## config.mk

```make
export PLATFORM = sky130hd
export DESIGN_NAME = ssdr_top
export DESIGN_NICKNAME = d
export VERILOG_FILES = /design/src/core/ssdr_pkg.sv /design/src/core/ssdr_top.sv
export SDC_FILE = /design/constraint.sdc
export NUM_CORES = 1
export LEC_CHECK = 0
export BUFFER_PORTS_ARGS = -buffer_cell sky130_fd_sc_hd__buf_4
export CAP_MARGIN = 30
export CORE_MARGIN = 2
export CORE_UTILIZATION = 54
export DETAILED_ROUTE_END_ITERATION = 10
export GPL_TIMING_DRIVEN = 0
export PLACE_DENSITY_LB_ADDON = 0.05
export SKIP_CTS_REPAIR_TIMING = 1
export SLEW_MARGIN = 20
export SYNTH_ARGS = -nofsm -noshare
export SYNTH_HDL_FRONTEND = slang
export SYNTH_SLANG_ARGS = --single-unit
```

## constraint.sdc

```tcl
create_clock -name pclk -period 2.8 [get_ports pclk]
set_input_delay 0.28 -clock pclk [delete_from_list [all_inputs] [get_ports pclk]]
set_output_delay 0.28 -clock pclk [all_outputs]
set_load 0.05 [all_outputs]
```

## src/core/ssdr_pkg.sv

```systemverilog
package ssdr_pkg;

  // APB register map, byte addresses.
  localparam logic [7:0] SSDR_OFS_CTRL = 8'h00;
  localparam logic [7:0] SSDR_OFS_STAT = 8'h04;
  localparam logic [7:0] SSDR_OFS_DATA = 8'h08;

  // Control register field positions.
  localparam int SSDR_CTRL_RXIE = 7;
  localparam int SSDR_CTRL_MSTR = 5;
  localparam int SSDR_CTRL_CPOL = 4;
  localparam int SSDR_CTRL_CPHA = 3;
  localparam int SSDR_CTRL_EN   = 1;
  localparam int SSDR_CTRL_TXIE = 0;

  // Status and control register field positions.
  localparam int SSDR_STAT_RXF  = 7;
  localparam int SSDR_STAT_ERIE = 6;
  localparam int SSDR_STAT_OVR  = 5;
  localparam int SSDR_STAT_MODE_FAULT_FLAG = 4;
  localparam int SSDR_STAT_TXE  = 3;
  localparam int SSDR_STAT_MFEN = 2;
  localparam int SSDR_STAT_RATE = 0;

  // Reset values.
  localparam logic [7:0] SSDR_CTRL_RST = 8'h28;
  localparam logic [7:0] SSDR_STAT_RST = 8'h08;
  localparam logic [7:0] SSDR_DATA_RST = 8'h00;

  // Rate divisors for rate select codes 00, 01, 10 and 11.
  localparam logic [7:0] SSDR_DIV_0 = 8'h02;
  localparam logic [7:0] SSDR_DIV_1 = 8'h08;
  localparam logic [7:0] SSDR_DIV_2 = 8'h20;
  localparam logic [7:0] SSDR_DIV_3 = 8'h80;

  // Bits in a byte and serial clock edges in a master byte.
  localparam logic [2:0] SSDR_LAST_BIT  = 3'h7;
  localparam logic [3:0] SSDR_LAST_EDGE = 4'hf;

  typedef struct packed {
    logic       rx_full_irq_enable;
    logic       master_select;
    logic       cpol;
    logic       cpha;
    logic       port_enable;
    logic       tx_empty_irq_enable;
  } ssdr_ctrl_s;

  typedef struct packed {
    logic       error_irq_enable;
    logic       mode_fault_detect_enable;
    logic [1:0] rate_select;
  } ssdr_cfg_s;

  typedef enum logic {
    SSDR_IDLE = 1'b0,
    SSDR_RUN  = 1'b1
  } ssdr_state_e;

endpackage : ssdr_pkg

```

## src/core/ssdr_top.sv

```systemverilog
`timescale 1ns/1ps
// Behaviour
// - Enable bit runs port; clearing partially resets.
// - Transmit-empty flag interrupts when its enable set.
// - Receiver-full sets on each received byte.
// - Data read clears receiver-full flag.
// - Error enable gates overrun, mode-fault interrupts.
// - Overrun keeps old byte, drops new byte.
// - Status-then-data read clears overrun flag.
// - Mode fault: slave select misbehaves.
// - Status-then-data write clears mode fault.
// - Transmit-empty sets when buffer feeds shifter.
// - Idle port empties buffer within two cycles.
// - Busy slave loads shifter only after byte.
// - Detect enable gates mode fault setting and master slave select release.
// - Master without detection releases slave select pin.
// - Slave detection off only suppresses mode fault.
// - Rate code picks divisor 2/8/32/128.
// - Serial clock is clock over twice divisor.
// - Data writes transmit buffer, reads receive buffer.
// - Receive enable gates receiver-full interrupt.
// - Master select bit; reset selects master.
module ssdr_top
  import ssdr_pkg::*;
(
  // Clock and reset.
  input  wire logic        pclk,
  input  wire logic        presetn,
  // APB slave.
  input  wire logic        psel,
  input  wire logic        penable,
  input  wire logic        pwrite,
  input  wire logic [7:0]  paddr,
  input  wire logic [31:0] pwdata,
  output logic [31:0]      prdata_ff,
  output logic             pready_ff,
  output logic             pslverr_ff,
  // Serial link pins.
  input  wire logic        sck_in,
  output logic             sck_out_ff,
  output logic             sck_oe_n_ff,
  input  wire logic        mosi_in,
  output logic             mosi_out_ff,
  output logic             mosi_oe_n_ff,
  input  wire logic        miso_in,
  output logic             miso_out_ff,
  output logic             miso_oe_n_ff,
  input  wire logic        ss_n_in,
  output logic             ss_gpio_release_ff,
  // Interrupt request.
  output logic             irq_ff
);

  ssdr_ctrl_s   ctrl_ff;
  ssdr_cfg_s    cfg_ff;
  ssdr_state_e  state_ff;
  ssdr_state_e  nxt_state;
  logic         rx_full_ff;
  logic         overrun_ff;
  logic         mode_fault_ff;
  logic         tx_empty_ff;
  logic         ovr_armed_ff;
  logic         mode_fault_flag_armed_ff;
  logic [7:0]   tx_buf_ff;
  logic [7:0]   rx_buf_ff;
  logic [7:0]   tx_sh_ff;
  logic [7:0]   rx_sh_ff;
  logic [2:0]   bit_cnt_ff;
  logic [3:0]   edge_cnt_ff;
  logic [7:0]   baud_cnt_ff;
  logic         sck_prev_ff;
  logic         ss_prev_ff;
  logic         sck_ff;

  logic         acc_take;
  logic         wr_ctrl;
  logic         wr_stat;
  logic         wr_data;
  logic         rd_stat;
  logic         rd_data;
  logic         mapped;
  logic         en;
  logic         master;
  logic [7:0]   divisor;
  logic         tick;
  logic         slave_edge;
  logic         edge_ev;
  logic         lead;
  logic         sample;
  logic         drive;
  logic         done;
  logic         load;
  logic         slave_start;
  logic         slave_abort;
  logic         master_end;
  logic         din;
  logic [7:0]   ctrl_rd;
  logic [7:0]   stat_rd;

  assign en     = ctrl_ff.port_enable;
  assign master = ctrl_ff.master_select;

  // The slave answers on the second access cycle, so prdata is a flop.
  assign acc_take = psel & penable & pready_ff;
  assign mapped   = (paddr == SSDR_OFS_CTRL) | (paddr == SSDR_OFS_STAT) | (paddr == SSDR_OFS_DATA);
  assign wr_ctrl  = acc_take & pwrite & (paddr == SSDR_OFS_CTRL);
  assign wr_stat  = acc_take & pwrite & (paddr == SSDR_OFS_STAT);
  assign wr_data  = acc_take & pwrite & (paddr == SSDR_OFS_DATA);
  assign rd_stat  = acc_take & ~pwrite & (paddr == SSDR_OFS_STAT);
  assign rd_data  = acc_take & ~pwrite & (paddr == SSDR_OFS_DATA);

  always_comb begin
    ctrl_rd                 = 8'h00;
    ctrl_rd[SSDR_CTRL_RXIE] = ctrl_ff.rx_full_irq_enable;
    ctrl_rd[SSDR_CTRL_MSTR] = ctrl_ff.master_select;
    ctrl_rd[SSDR_CTRL_CPOL] = ctrl_ff.cpol;
    ctrl_rd[SSDR_CTRL_CPHA] = ctrl_ff.cpha;
    ctrl_rd[SSDR_CTRL_EN]   = ctrl_ff.port_enable;
    ctrl_rd[SSDR_CTRL_TXIE] = ctrl_ff.tx_empty_irq_enable;
    stat_rd                 = 8'h00;
    stat_rd[SSDR_STAT_RXF]  = rx_full_ff;
    stat_rd[SSDR_STAT_ERIE] = cfg_ff.error_irq_enable;
    stat_rd[SSDR_STAT_OVR]  = overrun_ff;
    stat_rd[SSDR_STAT_MODE_FAULT_FLAG] = mode_fault_ff;
    stat_rd[SSDR_STAT_TXE]  = tx_empty_ff;
    stat_rd[SSDR_STAT_MFEN] = cfg_ff.mode_fault_detect_enable;
    stat_rd[SSDR_STAT_RATE+:2] = cfg_ff.rate_select;
  end

  always_ff @(posedge pclk or negedge presetn) begin
    if (!presetn) begin
      pready_ff  <= 1'b0;
      pslverr_ff <= 1'b0;
      prdata_ff  <= 32'h0000_0000;
    end else begin
      pready_ff  <= psel & penable & ~pready_ff;
      pslverr_ff <= psel & penable & ~pready_ff & ~mapped;
      if (psel & penable & ~pready_ff & ~pwrite) begin
        unique case (paddr)
          SSDR_OFS_CTRL: prdata_ff <= {24'h00_0000, ctrl_rd};
          SSDR_OFS_STAT: prdata_ff <= {24'h00_0000, stat_rd};
          SSDR_OFS_DATA: prdata_ff <= {24'h00_0000, rx_buf_ff};
          default:       prdata_ff <= 32'h0000_0000;
        endcase
      end
    end
  end

  // Control and configuration bits.
  always_ff @(posedge pclk or negedge presetn) begin
    if (!presetn) begin
      ctrl_ff <= '{rx_full_irq_enable: SSDR_CTRL_RST[SSDR_CTRL_RXIE],
                   master_select:      SSDR_CTRL_RST[SSDR_CTRL_MSTR],
                   cpol:               SSDR_CTRL_RST[SSDR_CTRL_CPOL],
                   cpha:               SSDR_CTRL_RST[SSDR_CTRL_CPHA],
                   port_enable:        SSDR_CTRL_RST[SSDR_CTRL_EN],
                   tx_empty_irq_enable: SSDR_CTRL_RST[SSDR_CTRL_TXIE]};
      cfg_ff  <= '{error_irq_enable:         SSDR_STAT_RST[SSDR_STAT_ERIE],
                   mode_fault_detect_enable: SSDR_STAT_RST[SSDR_STAT_MFEN],
                   rate_select:              SSDR_STAT_RST[SSDR_STAT_RATE+:2]};
    end else begin
      if (wr_ctrl) begin
        ctrl_ff.rx_full_irq_enable  <= pwdata[SSDR_CTRL_RXIE];
        ctrl_ff.master_select       <= pwdata[SSDR_CTRL_MSTR];
        ctrl_ff.cpol                <= pwdata[SSDR_CTRL_CPOL];
        ctrl_ff.cpha                <= pwdata[SSDR_CTRL_CPHA];
        ctrl_ff.port_enable         <= pwdata[SSDR_CTRL_EN];
        ctrl_ff.tx_empty_irq_enable <= pwdata[SSDR_CTRL_TXIE];
      end
      if (wr_stat) begin
        // Flag positions are ignored here.
        cfg_ff.error_irq_enable         <= pwdata[SSDR_STAT_ERIE];
        cfg_ff.mode_fault_detect_enable <= pwdata[SSDR_STAT_MFEN];
        cfg_ff.rate_select              <= pwdata[SSDR_STAT_RATE+:2];
      end
    end
  end

  // Master baud generator; one tick every divisor clocks halves the period.
  always_comb begin
    unique case (cfg_ff.rate_select)
      2'b00: divisor = SSDR_DIV_0;
      2'b01: divisor = SSDR_DIV_1;
      2'b10: divisor = SSDR_DIV_2;
      2'b11: divisor = SSDR_DIV_3;
    endcase
  end

  assign tick = master & (state_ff == SSDR_RUN) & (baud_cnt_ff == divisor - 8'h01);

  always_ff @(posedge pclk or negedge presetn) begin
    if (!presetn) begin
      baud_cnt_ff <= 8'h00;
    end else if (!en || state_ff == SSDR_IDLE || tick) begin
      baud_cnt_ff <= 8'h00;
    end else begin
      baud_cnt_ff <= baud_cnt_ff + 8'h01;
    end
  end

  // Edge classification common to master and slave.
  assign slave_edge  = en & ~master & ~ss_n_in & (sck_in ^ sck_prev_ff);
  assign edge_ev     = master ? tick : (slave_edge & ((state_ff == SSDR_RUN) | ctrl_ff.cpha));
  assign lead        = master ? (sck_ff == ctrl_ff.cpol) : (sck_prev_ff == ctrl_ff.cpol);
  assign sample      = edge_ev & (lead ^ ctrl_ff.cpha);
  assign drive       = edge_ev & ~(lead ^ ctrl_ff.cpha) & ~(ctrl_ff.cpha & (bit_cnt_ff == 3'h0));
  assign done        = sample & (bit_cnt_ff == SSDR_LAST_BIT);
  assign din         = master ? miso_in : mosi_in;
  assign slave_start = en & ~master & (state_ff == SSDR_IDLE) & ~ss_n_in
                       & (ctrl_ff.cpha ? slave_edge : ss_prev_ff);
  // A slave that loses its select mid-byte drops the byte.
  assign slave_abort = en & ~master & (state_ff == SSDR_RUN) & ss_n_in;
  assign master_end  = tick & (edge_cnt_ff == SSDR_LAST_EDGE);
  // The buffer feeds the shifter only while no byte is in flight.
  assign load        = en & (state_ff == SSDR_IDLE) & ~tx_empty_ff & ~slave_start;

  always_comb begin
    nxt_state = state_ff;
    unique case (state_ff)
      SSDR_IDLE: begin
        if (en && master && load) begin
          nxt_state = SSDR_RUN;
        end else if (slave_start) begin
          nxt_state = SSDR_RUN;
        end
      end
      SSDR_RUN: begin
        if (!en || master_end || slave_abort || (!master && done)) begin
          nxt_state = SSDR_IDLE;
        end
      end
    endcase
  end

  always_ff @(posedge pclk or negedge presetn) begin
    if (!presetn) begin
      state_ff <= SSDR_IDLE;
    end else begin
      state_ff <= nxt_state;
    end
  end

  always_ff @(posedge pclk or negedge presetn) begin
    if (!presetn) begin
      sck_prev_ff <= 1'b0;
      ss_prev_ff  <= 1'b1;
    end else begin
      sck_prev_ff <= sck_in;
      ss_prev_ff  <= ss_n_in;
    end
  end

  // Serial clock and edge count of a master byte.
  always_ff @(posedge pclk or negedge presetn) begin
    if (!presetn) begin
      sck_ff      <= 1'b0;
      edge_cnt_ff <= 4'h0;
    end else if (!en || state_ff == SSDR_IDLE) begin
      sck_ff      <= ctrl_ff.cpol;
      edge_cnt_ff <= 4'h0;
    end else if (tick) begin
      sck_ff      <= ~sck_ff;
      edge_cnt_ff <= edge_cnt_ff + 4'h1;
    end
  end

  // Shifters.
  always_ff @(posedge pclk or negedge presetn) begin
    if (!presetn) begin
      tx_sh_ff   <= 8'h00;
      rx_sh_ff   <= 8'h00;
      bit_cnt_ff <= 3'h0;
    end else if (!en || slave_abort) begin
      bit_cnt_ff <= 3'h0;
    end else begin
      if (load) begin
        tx_sh_ff <= tx_buf_ff;
      end else if (drive) begin
        tx_sh_ff <= {tx_sh_ff[6:0], 1'b0};
      end
      if (sample) begin
        rx_sh_ff   <= {rx_sh_ff[6:0], din};
        bit_cnt_ff <= bit_cnt_ff + 3'h1;
      end
    end
  end

  // Transmit buffer and its empty flag.
  always_ff @(posedge pclk or negedge presetn) begin
    if (!presetn) begin
      tx_buf_ff   <= SSDR_DATA_RST;
      tx_empty_ff <= SSDR_STAT_RST[SSDR_STAT_TXE];
    end else begin
      if (wr_data) begin
        tx_buf_ff <= pwdata[7:0];
      end
      if (load || !en) begin
        tx_empty_ff <= 1'b1;
      end else if (wr_data) begin
        tx_empty_ff <= 1'b0;
      end
    end
  end

  // Receive buffer, full flag and overrun.
  always_ff @(posedge pclk or negedge presetn) begin
    if (!presetn) begin
      rx_buf_ff  <= SSDR_DATA_RST;
      rx_full_ff <= 1'b0;
      overrun_ff <= 1'b0;
    end else begin
      if (done && rx_full_ff && !rd_data) begin
        overrun_ff <= 1'b1;
      end else if (rd_data && ovr_armed_ff) begin
        overrun_ff <= 1'b0;
      end
      if (done && !(rx_full_ff && !rd_data)) begin
        rx_buf_ff  <= {rx_sh_ff[6:0], din};
        rx_full_ff <= 1'b1;
      end else if (rd_data) begin
        rx_full_ff <= 1'b0;
      end
    end
  end

  // Mode fault detection.
  always_ff @(posedge pclk or negedge presetn) begin
    if (!presetn) begin
      mode_fault_ff <= 1'b0;
    end else if (cfg_ff.mode_fault_detect_enable && en
                 && ((master && !ss_n_in) || slave_abort)) begin
      mode_fault_ff <= 1'b1;
    end else if (wr_data && mode_fault_flag_armed_ff) begin
      mode_fault_ff <= 1'b0;
    end
  end

  // A status read arms the clear; it sees the flag as latched in prdata.
  always_ff @(posedge pclk or negedge presetn) begin
    if (!presetn) begin
      ovr_armed_ff  <= 1'b0;
      mode_fault_flag_armed_ff <= 1'b0;
    end else begin
      if (rd_stat) begin
        ovr_armed_ff <= prdata_ff[SSDR_STAT_OVR];
      end else if (rd_data) begin
        ovr_armed_ff <= 1'b0;
      end
      if (rd_stat) begin
        mode_fault_flag_armed_ff <= prdata_ff[SSDR_STAT_MODE_FAULT_FLAG];
      end else if (wr_data) begin
        mode_fault_flag_armed_ff <= 1'b0;
      end
    end
  end

  // Pin drivers; enables are active low.
  always_ff @(posedge pclk or negedge presetn) begin
    if (!presetn) begin
      sck_out_ff         <= 1'b0;
      sck_oe_n_ff        <= 1'b1;
      mosi_out_ff        <= 1'b0;
      mosi_oe_n_ff       <= 1'b1;
      miso_out_ff        <= 1'b0;
      miso_oe_n_ff       <= 1'b1;
      ss_gpio_release_ff <= 1'b1;
    end else begin
      sck_out_ff         <= sck_ff;
      sck_oe_n_ff        <= ~(en & master);
      mosi_out_ff        <= tx_sh_ff[7];
      mosi_oe_n_ff       <= ~(en & master);
      miso_out_ff        <= tx_sh_ff[7];
      miso_oe_n_ff       <= ~(en & ~master & ~ss_n_in);
      ss_gpio_release_ff <= ~en | (master & ~cfg_ff.mode_fault_detect_enable);
    end
  end

  // One level request; overrun and mode fault share the error enable, each other source has its own.
  always_ff @(posedge pclk or negedge presetn) begin
    if (!presetn) begin
      irq_ff <= 1'b0;
    end else begin
      irq_ff <= (tx_empty_ff & ctrl_ff.tx_empty_irq_enable)
              | (rx_full_ff & ctrl_ff.rx_full_irq_enable)
              | (cfg_ff.error_irq_enable & (overrun_ff | mode_fault_ff));
    end
  end

endmodule : ssdr_top

```

==> metrics <==
Mapped Area approximately 4100 µm²; number of synthesized flops with an enable pin 0; Final Util 67.0%; slowest stage cell, crit path dfstp_2; register area share after synthesis between 50% and 60%; worst hold start sck_in; drt total wl between 8000 and 9000 µm; post-synthesis register bit count ~80; Max Slew Vio Count 0; DP Area about 4600 µm²; WS Path Type register to register; Tot Pwr 2340 µW; Startpoint Class register; # diodes 0; initial DRC count between 200 and 250; Buffers & Inverters on Critical Path 1; Reg clk slew, reported paths 0.08 ns; die area around 8200 µm²; Fin. Hold Viols 0; post-synthesis cell count about 360; CTS buffer count 9; # DRC 0; placed insts 530; post-DR wirelength/cell between 15 and 20 µm; Netlist cell types 52; PwrDens 482 nW/µm²; CTS tree done; die boundary width 90.7 µm; peak supply drop around 0.41 mV; Root Buffer clkbuf_8; Initial Util about 56%; most common cell after layout, fill and taps aside dfrtp_1; gr usage total 21.9%; fin area 4860 µm²; Mapped Avg Cell Area roughly 11 µm²; Worst Tran Pin Value between 0.7 and 0.8 ns; Via density 5.40; Crit path required time just over 3 ns; Worst Skew 0.0161 ns; cell row count 31; Final HPWL DP between 6000 and 7000 µm; Ports slightly above 90; initial antenna violation count 0; first-pass GRT wire length 14300 µm; Clock Path Buffers 2; period utilisation layout a little over nine tenths; max-cap violation count 0; drt first pass iters 4; Worst slew margin 50.4%; RSZ-0062 raised after global routing no; share of layout cells above drive strength 1 approximately a third; Area Growth Syn to Fin 19.8%; Hold Crit Class input pin to register; Synth area leader dfrtp_1; top cells by area, synth dfrtp_1 (46%), mux2_2 (9.4%), buf_4 (5.0%); Reg2Reg Launch Point master; routability cong. around 0.83; delay of the slowest critical-path stage about 0.53 ns; Critical Path Source master; die height approximately 90 µm; vias in the first global route just under 3000; antenna viol nets, final 0; async set-reset flop share out of synthesis 100%; Setup TNS Final 0 ns; vias slightly below 3000; Non-Filler Instances approximately 550; most frequent cells in the layout dfrtp_1 (75), buf_4 (69), nand2_1 (35); worst path cell trace buf_2 > mux2i_1 > xor2_2 > o211ai_2 > a21oi_4 > mux2_2; worst-skew pair later-pin latency 0.36 ns; Crit. End Element register; delay-heaviest family, CP multiplexers; status finished, final reports clean; Fmax 380 MHz; H-tree level count 3; Critical Path AT around 2.9 ns; Synth top area share a little under half; core area slightly above 7000 µm²; fin nets 498; setup violators final 0; worst-path maximum fanout 10; Synth Flop Type dfrtp_1; port bufs 42; GR Overflow Total 0; Leak about 0.0023 µW; synth warn 0; largest net degree at the start of global routing 50; Final min period between 2 and 3 ns; TritonCTS Sinks 82
## where the power goes
group / internal [µW] / total, µW / switching (µW)
clock: 505 / 939 / 433
sequential: 1190 / 1200 / 4.67
combinational: 67.0 / 207 / 140
total: 1760 / 2340 / 578
## synth_stat cells (all sizes together), types with 2 or more instances
cell type / n
a21oi: 11
a22o: 6
a22oi: 3
a32o: 3
and2: 2
and3: 4
buf: 32
clkbuf: 8
dfrtp: 75
dfstp: 7
ha: 6
inv: 6
mux2: 34
mux2i: 7
nand2: 35
nand2b: 3
nand3: 18
nand3b: 2
nand4: 2
nand4b: 2
nor2: 17
nor2b: 4
nor3: 4
o2111ai: 7
o211ai: 14
o21ai: 14
o311ai: 2
o31ai: 2
or3: 4
xnor2: 6
xor2: 9
## area by class of cell
| type | count | area [µm²] |
|---|---|---|
| tap | 99 | 124 |
| multi-input combinational | 259 | 1820 |
| clock buffer | 10 | 128 |
| inverter | 6 | 22.5 |
| fill | 585 | 2390 |
| sequential | 82 | 2060 |
| clock inverter | 6 | 90.1 |
| timing repair buffer | 45 | 358 |
| buffer | 40 | 255 |
## sequential cells by signal, indices dropped and copies added (netlist names), 4 cells and up
signal       cells
rx_sh_ff         7
tx_sh_ff         8
edge_cnt_ff      4
rx_buf_ff        8
cfg_ff           4
ctrl_ff          4
baud_cnt_ff      8
prdata_ff        8
tx_buf_ff        8
## kinds of logic after synthesis
family,count (synthesis),share of synthesized area (%)
flip-flops,82,50.8
AND/OR/NAND/NOR,102,12.4
adder cells (fa/ha/maj),6,1.85
buffers and inverters,46,6.85
other,1,0.0924
AO/OA/AOI/OAI,71,13.4
XOR/XNOR,15,3.42
multiplexers,41,11.2
## routing by layer
layer / global-route usage, % / up-vias / part of all wire [%]
met4: 5.64 / 0 / 1.1
met1: 30.5 / 1445 / 48
li1: - / 1421 / -
met2: 34.1 / 76 / 46
met3: 6.09 / 11 / 4.6
met5: 0 / - / 0
## path summary, 6_finish.rpt
path / cells after the start / end / slack (ns)
worst max-delay path: 6 / rx_sh_ff[1] / 0.17
worst min-delay path: 1 / sck_prev_ff / 0.05
worst max register to register: 6 / rx_sh_ff[1] / 0.17
worst min register to register: 0 / miso_out_ff / 0.40
max in group asynchronous: 3 / master / 1.73
min in group asynchronous: 2 / rx_sh_ff[0] / 0.41
## metrics by stage
| step | hold slack (ns) | worst slack [ns] |
|---|---|---|
| 3_5_place_dp | 0.265 | -0.127 |
| 3_3_place_gp | 0.371 | -0.0675 |
| 6_report | 0.0534 | 0.169 |
| 4_1_cts | -0.126 | -0.125 |
| 2_1_floorplan | -0.0156 | 0.257 |
| 5_1_grt | 0.0506 | 0.0552 |
Note: power is estimated with default switching activity, not from simulation.
